`src/bridge_cfg.svh`:
```
// offsets, field positions, reset values and timing for the fault/sleep block
// assumes a 200 MHz aclk and byte addresses on the low eight address bits
`ifndef BRIDGE_CFG_SVH
`define BRIDGE_CFG_SVH
`define A_LOCKSTEP  8'h00
`define A_GEN       8'h04
`define A_SLPCMD    8'h08
`define A_SLPCFG    8'h0c
`define A_OPSTATE   8'h10
`define A_CTRL      8'h14
`define LS_INT      0
`define LS_ROLL     1
`define LS_MISMATCH 3
`define LS_CORRUPT  5
`define GS_DP       3
`define GS_GPIO     4
`define GS_WD       5
`define GS_CHAIN    6
`define GS_SPI      6
`define OP_WAKE     0
`define CT_AUTOTX   0
`define CT_ROLL     1
`define CT_APEN     2
`define CT_INTV     11:4
`define CT_COUNT    19:12
`define CT_GPIO     23:20
`define SC_APEN     0
`define SC_INTV     15:8
`define SC_BAL      31:16
`define SC_REQ      0
`define RST_WORD    32'h0000_0000
`define RST_BYTE    8'h00
`define RESP_OKAY   2'h0
`define RESP_SLVERR 2'h2
`define CLK_MHZ     200
`define TICK_NS     1000
`define TICK_CYC    ((`TICK_NS * `CLK_MHZ + 999) / 1000)
`endif

```
`src/bridge_pkg.sv`:
```
// types shared by the fault/sleep block and its bench
// assumes bridge_cfg.svh holds the numeric constants
package bridge_pkg;
    typedef enum logic [1:0] {
        ST_ACTIVE = 2'b01,
        ST_SLEEP  = 2'b10
    } mode_e;
    typedef struct packed {
        logic       pkt_mismatch;
        logic       link_corrupt;
        logic [4:0] hw_fault;
        logic       wd_misconfig;
        logic       datapath_fault;
        logic       spi_access;
        logic       preamble;
        logic       count_launch;
        logic       count_ret_valid;
        logic [7:0] count_ret;
        logic       enum_valid;
        logic [7:0] enum_addr;
    } event_s;
endpackage

```
`src/bridge_fault_flags_sleep_autotx.sv`:
```
// fault flags, sleep control and automatic re-transmit of the bridge
// assumes event inputs are one-cycle pulses synchronous to aclk
`timescale 1ns/1ps
`include "bridge_cfg.svh"
module bridge_fault_flags_sleep_autotx #(
    parameter int TICK_CYCLES = `TICK_CYC
) (
    // clock, reset, enable
    input  wire logic                aclk,
    input  wire logic                aresetn,
    input  wire logic                ce,
    // axi4-lite slave
    input  wire logic [7:0]          s_awaddr,
    input  wire logic                s_awvalid,
    output logic                     s_awready,
    input  wire logic [31:0]         s_wdata,
    input  wire logic [3:0]          s_wstrb,
    input  wire logic                s_wvalid,
    output logic                     s_wready,
    output logic [1:0]               s_bresp,
    output logic                     s_bvalid,
    input  wire logic                s_bready,
    input  wire logic [7:0]          s_araddr,
    input  wire logic                s_arvalid,
    output logic                     s_arready,
    output logic [31:0]              s_rdata,
    output logic [1:0]               s_rresp,
    output logic                     s_rvalid,
    input  wire logic                s_rready,
    // events and levels from the datapath
    input  wire bridge_pkg::event_s  ev,
    input  wire logic [3:0]          gpio_level,
    input  wire logic                verify_active,
    input  wire logic                load_active,
    input  wire logic                safe_monitor_mode,
    // status and actions
    output logic [7:0]               lockstep_status_byte,
    output logic [7:0]               rolling_seed,
    output logic [3:0]               gpio_out,
    output logic                     error_free,
    output logic                     spi_reject,
    output logic                     alert_packet_req,
    output logic                     replay_tx,
    output logic                     alert_out,
    output logic                     asleep
);
    //------------------------------------------------------------
    // bus slave
    //------------------------------------------------------------
    logic        aw_hold_ff, nxt_aw_hold, w_hold_ff, nxt_w_hold;
    logic [7:0]  awaddr_ff, nxt_awaddr;
    logic [31:0] wdata_ff, nxt_wdata, rdata_ff, nxt_rdata;
    logic [3:0]  wstrb_ff, nxt_wstrb;
    logic        bvalid_ff, nxt_bvalid, rvalid_ff, nxt_rvalid;
    logic [1:0]  bresp_ff, nxt_bresp, rresp_ff, nxt_rresp;
    logic        do_wr;
    logic [7:0]  wa;
    logic [31:0] wm;
    logic [7:0]  ls_ff, nxt_ls, gs_ff, nxt_gs;
    logic [31:0] slpcfg_ff, nxt_slpcfg, ctl_ff, nxt_ctl;
    logic        req_ff, nxt_req, wake_ff, nxt_wake;
    bridge_pkg::mode_e state_ff, nxt_state;

    // byte enables to a bit mask
    function automatic logic [31:0] strb_mask(input logic [3:0] s);
        strb_mask = {{8{s[3]}}, {8{s[2]}}, {8{s[1]}}, {8{s[0]}}};
    endfunction

    function automatic logic mapped(input logic [7:0] a);
        mapped = (a == `A_LOCKSTEP) || (a == `A_GEN) || (a == `A_SLPCMD) ||
                 (a == `A_SLPCFG) || (a == `A_OPSTATE) || (a == `A_CTRL);
    endfunction
    // ready drops while a response is pending, so one write at a time
    assign s_awready = ce & ~aw_hold_ff & ~bvalid_ff;
    assign s_wready  = ce & ~w_hold_ff & ~bvalid_ff;
    assign s_arready = ce & ~rvalid_ff;
    assign s_bvalid  = bvalid_ff;
    assign s_bresp   = bresp_ff;
    assign s_rvalid  = rvalid_ff;
    assign s_rdata   = rdata_ff;
    assign s_rresp   = rresp_ff;

    // address and data may arrive in either order
    always_comb begin
        nxt_aw_hold = aw_hold_ff;
        nxt_awaddr  = awaddr_ff;
        nxt_w_hold  = w_hold_ff;
        nxt_wdata   = wdata_ff;
        nxt_wstrb   = wstrb_ff;
        nxt_bvalid  = bvalid_ff & ~s_bready;
        nxt_bresp   = bresp_ff;
        nxt_rvalid  = rvalid_ff & ~s_rready;
        nxt_rdata   = rdata_ff;
        nxt_rresp   = rresp_ff;
        wa = aw_hold_ff ? awaddr_ff : s_awaddr;
        wm = (w_hold_ff ? wdata_ff : s_wdata) & strb_mask(w_hold_ff ? wstrb_ff : s_wstrb);
        do_wr = ce & ~bvalid_ff & (aw_hold_ff | s_awvalid) & (w_hold_ff | s_wvalid);
        if (s_awvalid && s_awready) begin
            nxt_aw_hold = 1'b1;
            nxt_awaddr  = s_awaddr;
        end
        if (s_wvalid && s_wready) begin
            nxt_w_hold = 1'b1;
            nxt_wdata  = s_wdata;
            nxt_wstrb  = s_wstrb;
        end
        if (do_wr) begin
            nxt_aw_hold = 1'b0;
            nxt_w_hold  = 1'b0;
            nxt_bvalid  = 1'b1;
            nxt_bresp   = mapped(wa) ? `RESP_OKAY : `RESP_SLVERR;
        end
        if (s_arvalid && s_arready) begin
            nxt_rvalid = 1'b1;
            nxt_rresp  = mapped(s_araddr) ? `RESP_OKAY : `RESP_SLVERR;
            unique case (s_araddr)
                `A_LOCKSTEP: nxt_rdata = {24'h000000, ls_ff};
                `A_GEN:     nxt_rdata = {24'h000000, gs_ff};
                `A_SLPCMD:  nxt_rdata = {30'h0, asleep, req_ff};
                `A_SLPCFG:  nxt_rdata = slpcfg_ff;
                `A_OPSTATE: nxt_rdata = {31'h0, wake_ff};
                `A_CTRL:    nxt_rdata = ctl_ff;
                default:    nxt_rdata = `RST_WORD;
            endcase
        end
    end

    // bus registers
    always_ff @(posedge aclk) begin
        if (!aresetn) begin
            aw_hold_ff <= 1'b0;
            awaddr_ff  <= `RST_BYTE;
            w_hold_ff  <= 1'b0;
            wdata_ff   <= `RST_WORD;
            wstrb_ff   <= 4'h0;
            bvalid_ff  <= 1'b0;
            bresp_ff   <= `RESP_OKAY;
            rvalid_ff  <= 1'b0;
            rdata_ff   <= `RST_WORD;
            rresp_ff   <= `RESP_OKAY;
        end else if (ce) begin
            aw_hold_ff <= nxt_aw_hold;
            awaddr_ff  <= nxt_awaddr;
            w_hold_ff  <= nxt_w_hold;
            wdata_ff   <= nxt_wdata;
            wstrb_ff   <= nxt_wstrb;
            bvalid_ff  <= nxt_bvalid;
            bresp_ff   <= nxt_bresp;
            rvalid_ff  <= nxt_rvalid;
            rdata_ff   <= nxt_rdata;
            rresp_ff   <= nxt_rresp;
        end
    end

    //------------------------------------------------------------
    // flags, configuration and sleep control
    //------------------------------------------------------------
    logic [15:0] tick_ff, nxt_tick, bal_ff, nxt_bal;
    logic [7:0]  ap_ff, nxt_ap, seed_ff, nxt_seed, ls_set, gs_set, intv;
    logic        tick, expire, blocked, ap_en, roll_err, spi_rej_evt, clr_ls_hit;
    logic        replay_ff, nxt_replay, apreq_ff, nxt_apreq, rej_ff, nxt_rej;

    assign asleep      = (state_ff == bridge_pkg::ST_SLEEP);
    assign tick        = (tick_ff == 16'(TICK_CYCLES - 1));
    assign expire      = asleep & tick & (bal_ff >= slpcfg_ff[`SC_BAL]);
    assign blocked     = verify_active | load_active | safe_monitor_mode;
    assign spi_rej_evt = ev.spi_access & (asleep | safe_monitor_mode);
    assign roll_err    = ctl_ff[`CT_ROLL] & ev.count_ret_valid &
                         (ev.count_ret != 8'(seed_ff + ctl_ff[`CT_COUNT]));
    assign clr_ls_hit  = do_wr & (wa == `A_LOCKSTEP);
    assign intv        = asleep ? slpcfg_ff[`SC_INTV] : ctl_ff[`CT_INTV];
    assign ap_en       = asleep ? slpcfg_ff[`SC_APEN] : ctl_ff[`CT_APEN];
    // flag sources; a set in the clearing cycle still wins
    always_comb begin
        ls_set = `RST_BYTE;
        gs_set = `RST_BYTE;
        ls_set[`LS_MISMATCH] = ev.pkt_mismatch;
        ls_set[`LS_CORRUPT]  = ev.link_corrupt;
        ls_set[`LS_ROLL]     = roll_err;
        ls_set[`LS_INT]      = |ev.hw_fault;
        gs_set[`GS_GPIO]     = gpio_level != ctl_ff[`CT_GPIO];
        gs_set[`GS_CHAIN]    = (ev.enum_valid & (ev.enum_addr != ctl_ff[`CT_COUNT]))
                               | spi_rej_evt;
        gs_set[`GS_WD]       = ev.wd_misconfig;
        gs_set[`GS_DP]       = ev.datapath_fault;
    end

    // next state of flags, configuration and sleep machine
    always_comb begin
        nxt_ls     = (ls_ff & ~(clr_ls_hit ? wm[7:0] : `RST_BYTE)) | ls_set;
        nxt_gs     = (gs_ff & ~((do_wr && wa == `A_GEN) ? wm[7:0] : `RST_BYTE)) | gs_set;
        nxt_slpcfg = (do_wr && wa == `A_SLPCFG) ? wm : slpcfg_ff;
        nxt_ctl    = (do_wr && wa == `A_CTRL) ? wm : ctl_ff;
        nxt_req    = (do_wr && wa == `A_SLPCMD) ? wm[`SC_REQ] : req_ff;
        nxt_wake   = wake_ff & ~(do_wr && wa == `A_OPSTATE && wm[`OP_WAKE]);
        nxt_state  = state_ff;
        nxt_tick   = tick ? 16'h0000 : 16'(tick_ff + 16'h0001);
        nxt_bal    = bal_ff;
        nxt_ap     = ap_ff;
        nxt_apreq  = 1'b0;
        nxt_seed   = (ctl_ff[`CT_ROLL] && ev.count_launch) ? 8'(seed_ff + 8'h01) : seed_ff;
        nxt_rej    = spi_rej_evt;
        nxt_replay = ev.preamble & ctl_ff[`CT_AUTOTX] &
                     ~asleep & ~safe_monitor_mode;
        if (tick && ap_en) begin
            if (ap_ff >= intv) begin
                nxt_ap    = `RST_BYTE;
                nxt_apreq = 1'b1;
            end else begin
                nxt_ap = 8'(ap_ff + 8'h01);
            end
        end
        unique case (state_ff)
            bridge_pkg::ST_ACTIVE: begin
                if (req_ff && blocked) begin
                    nxt_req = 1'b0;
                end else if (req_ff) begin
                    nxt_state = bridge_pkg::ST_SLEEP;
                    nxt_ap    = `RST_BYTE;
                    nxt_apreq = 1'b0;
                    nxt_bal   = 16'h0000;
                end
            end
            bridge_pkg::ST_SLEEP: begin
                if (expire) begin
                    nxt_state = bridge_pkg::ST_ACTIVE;
                    nxt_req   = 1'b0;
                    nxt_wake  = 1'b1;
                    nxt_ap    = `RST_BYTE;
                end else if (tick) begin
                    nxt_bal = 16'(bal_ff + 16'h0001);
                end
            end
        endcase
    end

    // flag, configuration and sleep registers
    always_ff @(posedge aclk) begin
        if (!aresetn) begin
            ls_ff     <= `RST_BYTE;
            gs_ff     <= `RST_BYTE;
            slpcfg_ff <= `RST_WORD;
            ctl_ff    <= `RST_WORD;
            req_ff    <= 1'b0;
            wake_ff   <= 1'b0;
            state_ff  <= bridge_pkg::ST_ACTIVE;
            tick_ff   <= 16'h0000;
            bal_ff    <= 16'h0000;
            ap_ff     <= `RST_BYTE;
            apreq_ff  <= 1'b0;
            seed_ff   <= `RST_BYTE;
            rej_ff    <= 1'b0;
            replay_ff <= 1'b0;
        end else if (ce) begin
            ls_ff     <= nxt_ls;
            gs_ff     <= nxt_gs;
            slpcfg_ff <= nxt_slpcfg;
            ctl_ff    <= nxt_ctl;
            req_ff    <= nxt_req;
            wake_ff   <= nxt_wake;
            state_ff  <= nxt_state;
            tick_ff   <= nxt_tick;
            bal_ff    <= nxt_bal;
            ap_ff     <= nxt_ap;
            apreq_ff  <= nxt_apreq;
            seed_ff   <= nxt_seed;
            rej_ff    <= nxt_rej;
            replay_ff <= nxt_replay;
        end
    end

    // outputs straight from flops, except error_free, which is a gate on two flag flops
    assign lockstep_status_byte = ls_ff;
    assign rolling_seed         = seed_ff;
    assign gpio_out             = ctl_ff[`CT_GPIO];
    assign error_free = ~ls_ff[`LS_CORRUPT] & ~ls_ff[`LS_MISMATCH];
    assign spi_reject           = rej_ff;
    assign alert_packet_req     = apreq_ff;
    assign replay_tx            = replay_ff;
    assign alert_out            = wake_ff;
endmodule // bridge_fault_flags_sleep_autotx

```
`config.mk`:
```
export PLATFORM = sky130hd
export DESIGN_NAME = bridge_fault_flags_sleep_autotx
export DESIGN_NICKNAME = d
export VERILOG_FILES = /design/src/bridge_pkg.sv /design/src/bridge_fault_flags_sleep_autotx.sv
export VERILOG_INCLUDE_DIRS = /design/src
export SDC_FILE = /design/constraint.sdc
export NUM_CORES = 1
export LEC_CHECK = 0
export ABC_CLOCK_PERIOD_IN_PS = 4700
export BUFFER_PORTS_ARGS = -buffer_cell sky130_fd_sc_hd__buf_2
export CAP_MARGIN = 20
export CELL_PAD_IN_SITES_DETAIL_PLACEMENT = 0
export CELL_PAD_IN_SITES_GLOBAL_PLACEMENT = 1
export CORE_ASPECT_RATIO = 1.1
export CORE_MARGIN = 2
export CORE_UTILIZATION = 40
export CTS_CLUSTER_SIZE = 12
export DETAILED_ROUTE_END_ITERATION = 10
export GPL_ROUTABILITY_DRIVEN = 0
export HOLD_SLACK_MARGIN = 0.12
export PLACE_DENSITY_LB_ADDON = 0.1
export SYNTH_ARGS = -nofsm -noshare
export SYNTH_HDL_FRONTEND = slang
export SYNTH_SLANG_ARGS = --single-unit
```
`constraint.sdc`:
```
create_clock -name aclk -period 4.7 [get_ports aclk]
set_input_delay 0.47 -clock aclk [delete_from_list [all_inputs] [get_ports aclk]]
set_output_delay 0.47 -clock aclk [all_outputs]
set_load 0.005 [all_outputs]
```
-- Word level (Yosys, flattened, before mapping)
Cells that the tools add are included.
- flip-flop bits (word level): 219
- input bits: 97
- output and inout bits: 67
- logic and storage cells: 179
- add/sub/neg operators: 5
- $lt $le $gt $ge: 2
- equality and inequality tests: 21
- multiplexer cells: 43
- bitwise gates (word level): 46
- reductions and logical operators: 38
- operators by type and width (cell ; count):
    32-bit one-hot mux with 6 select lines ; 1
    16-bit two-way mux ; 5
    8-bit two-way mux ; 9
    16-bit by 1-bit adder with 16-bit output, second input constant ; 2
    32-bit bitwise AND ; 1
    8-bit by 4-bit equality test with 1-bit output, second input constant ; 4
    8-bit by 5-bit equality test with 1-bit output, second input constant ; 4
    32-bit two-way mux ; 1
    16-bit one-hot mux with 2 select lines ; 1
    1-bit bitwise AND ; 22
    2-bit AND reduction ; 9
    1-bit two-way mux ; 17
    8-bit by 1-bit adder with 8-bit output, second input constant ; 2
    8-bit bitwise AND ; 2
    16-bit by 8-bit equality test with 1-bit output, second input constant ; 1
    8-bit by 3-bit equality test with 1-bit output, second input constant ; 2
    16-bit >= comparator ; 1
    8-bit logical NOT ; 2
    8-bit != test ; 2
    8-bit inverter ; 2
    8-bit one-hot mux with 2 select lines ; 1
    1-bit logical AND ; 12
    1-bit inverter ; 11
    1-bit logical OR ; 10
    other kinds (18) ; 31

-- Longest topological paths before layout
- word-level depth: 10
- depth in mapped cells: 14
- depth with buffers taken out: 11

-- Worst setup path after synthesis
OpenSTA, ideal clock, no wires.
- kind: flip-flop to flip-flop
- from: register state_ff[0]
- to: register with a tool-made name
- library setup time: 0.067 ns
- data arrival time: 2.949 ns
- required time: 4.633 ns
- slack: 1.684 ns
- cell stages (with the launch flop): 14
- path buffers: 3
- clock period less this slack: 3.016 ns
- cells stage by stage: dfxtp_1 -> nand2b_1 -> clkbuf_1 -> clkinv_1 -> clkbuf_1 -> buf_1 -> mux2i_1 -> ha_1 -> or4_1 -> a21oi_1 -> o31ai_1 -> a21oi_1 -> o211ai_1 -> nor2_1
- RTL lines (item ; RTL line ; text):
    start, declared ; bridge_fault_flags_sleep_autotx.sv:62 ; bridge_pkg::mode_e state_ff, nxt_state;
    start signal, assigned ; bridge_fault_flags_sleep_autotx.sv:246 ; state_ff <= bridge_pkg::ST_ACTIVE;
    start signal, assigned ; bridge_fault_flags_sleep_autotx.sv:261 ; state_ff <= nxt_state;

==> results by group <==
Floorplan
  – DIE AREA: 0.02763 mm2
  – # IOs: 164
  – DIE WIDTH: 158.7 um
  – Initial Utilization: 0.4051
  – Core area: 0.02599 mm2
  – Row cnt: 62
  – Die Ht: 174.1 um

Synth
  – Largest area contributor in the synthesized netlist: dfxtp_1
  – Synth top area cells: dfxtp_1 (41%), nand2_1 (6.8%), nor2_1 (6.0%)
  – Yosys Warn Count: 0
  – Post-Synthesis Cells: 1295
  – Post-synth EDFFs: 0
  – Flops & latches, synth: 217
  – Post-synth top cells: dfxtp_1 (217), nand2_1 (192), nor2_1 (167), a21oi_1 (80), a211oi_1 (67)
  – Top-count cell post-synth: dfxtp_1
  – Yosys cell types: 72
  – Asr flop ratio synth: 0
  – Average size of a mapped cell: 8.128 um2
  – Seq/Total Area, Yosys: 0.4127
  – Mapped Area: 0.01053 mm2
  – Primary FF master, synth: dfxtp_1
  – Area share of the largest cell type after synthesis: 0.4127

STA
  – Slew Limit Headroom: 0.2828
  – Final setup fails: 0
  – Setup TNS: 0 ns
  – Max Transition Viols Final: 0
  – Max Clock Freq: 0.3058 GHz
  – Post-layout min period: 3.270 ns
  – Clock Skew: 0.01906 ns
  – Final hold vios: 0
  – Period utilization: 0.6957
  – Worst-margin pin slew: 1.076 ns
  – RSZ-0062 raised after global routing: false

Clock tree
  – Hold_buf cts: 0
  – Clock-pin slew on the worst setup and hold paths: 0.06 ns
  – Worst-skew pair later-pin latency: 0.53 ns
  – Post-CTS Setup Bufs: 0
  – CTS Buffer Depth: 3
  – TritonCTS Sinks: 217
  – Root Driver: clkbuf_16
  – CTS Buf Count: 26
  – H-tree levels: 1
  – CTS tree: yes
  – Post-CTS sizing: 0

Routing
  – DR vias/cell: 5.288
  – 1st-iter DRT viols: 574
  – DR pass1 iterations: 5
  – Routed WL: 31.44 mm
  – Detailed-route DRC error count: 0
  – Via count: 9412
  – Drt wl/cell: 17.66 um
  – Post-route ant nets: 0

GRT
  – First-pass GRT wire length: 49.63 mm
  – Pin count of the biggest net entering global routing: 76
  – Vias in the first global route: 8895
  – Remaining Overflow, GRT: 0
  – Initial antenna violation count: 0
  – GRT Util Overall: 0.2248

Power and ir drop
  – Leakage: 4.719 nW
  – Power Density: 337.6 mW/mm2
  – Max VDD drop: 0.2358 mV

Job
  – Max cap viols: 0

Setup path
  – Setup crit start kind: register
  – Crit path max fanout: 17
  – Critical path data required time: 5.16 ns
  – CP arrival: 3.73 ns
  – Worst setup path class: register to register
  – Crit end category: register

Final layout
  – ANT cells: 0
  – Final net count: 1542
  – Fillcell total: 2665
  – P&R area growth vs syn: 17.49%
  – Layout cells sized above 1: 0.1716
  – Final core utilization: 0.4759

Outcome
  – Outcome: complete, no violations

Worst hold path
  – Worst Hold Class: input pin to register

Placement
  – Port bufs: 161
  – Dpl hpwl: 22.42 mm
[worst max-delay path, stage by stage (launching register included)]
cell,delay (ns)
dfxtp_1,0.35
nand2b_1,0.35
clkinv_1,0.37
buf_4,0.33
mux2i_1,0.15
ha_1,0.21
or4_1,0.51
a21oi_1,0.13
o31ai_1,0.15
a21oi_1,0.18
o211ai_1,0.27
nor2_1,0.19
[metal layers]
metal | track usage | up-vias | routed length, um
met5 | 0 | - | 0
met2 | 0.3382 | 147 | 13980
li1 | - | 4833 | -
met3 | 0.03540 | 45 | 1178
met1 | 0.3290 | 4387 | 15370
met4 | 0.06869 | 0 | 911
[layout make-up]
class	instances	area, um2	area share
repair buffers	175	910.9	0.07365
clock buffers	34	752.0	0.06081
inverters	24	92.59	0.007487
flip-flops and latches	217	4345	0.3514
clock inverters	13	97.59	0.007892
multi-input cells	965	5728	0.4632
well taps	352	440.4	0.03561
[through the flow]
step / cell area (um2) / instances / total power, W / hold WS, ns / worst slack (ns)
2_1_floorplan: 10530 / 1296 / 0.002111 / 0.4249 / 1.684
3_3_place_gp: 11520 / 1733 / 0.002231 / 0.4332 / 1.595
3_5_place_dp: 11520 / 1733 / 0.002232 / 0.4372 / 1.480
4_1_cts: 12370 / 1780 / 0.004226 / 0.1594 / 1.454
5_1_grt: 12370 / 1780 / 0.004341 / 0.1757 / 1.148
6_report: 12370 / 1780 / 0.004175 / 0.1861 / 1.430
[layout by cell type (no fill, tap or decap), drive strengths merged, types with 25 or more instances in the layout]
cell      n
a22oi    27
and2     32
nand3    34
dfxtp   217
xnor2    25
a21oi    80
clkbuf   34
xor2     30
nor2    168
a31oi    38
a211oi   67
ha       35
o21ai    56
nand2   192
buf     175
[kinds of logic (layout without fill, tap and decap cells)]
| family | count (synthesis) | after routing | synth area share |
|---|---|---|---|
| simple gates | 524 | 524 | 0.2293 |
| xor+xnor | 55 | 55 | 0.04576 |
| buf+inv | 114 | 246 | 0.04505 |
| compound gates | 328 | 328 | 0.2030 |
| fa+ha+maj | 36 | 36 | 0.04350 |
| other cells | 1 | 2 | 0.0003562 |
| flops | 217 | 217 | 0.4127 |
| mux | 20 | 20 | 0.02033 |
[state kept, by name, summed over array words and instances, names as in the netlist, 2 cells and up, named ones only]
register              cells
ctl_ff                   32
s_rdata                  32
slpcfg_ff                32
wdata_ff                 32
bal_ff                   16
tick_ff                  16
awaddr_ff                 8
gs_ff                     8
lockstep_status_byte      8
rolling_seed              8
wstrb_ff                  4
state_ff                  2
[where the power goes]
group / switching [W] / leakage (nW) / internal (W)
Combinational: 0.000191 / 2.53 / 0.0000995
Clock: 0.000807 / 0.433 / 0.00118
Sequential: 0.0000263 / 1.76 / 0.00187
[worst paths after layout]
kind                from  slack [ns]  depth (start not counted)     endpoint
max          state_ff[0]        1.43                         11     register
min           s_wdata[0]        0.19                          3  wdata_ff[0]
max reg2reg  state_ff[0]        1.43                         11     register
min reg2reg     gs_ff[7]        0.44                          1     gs_ff[7]
Note: power is estimated with default switching activity, not from simulation.
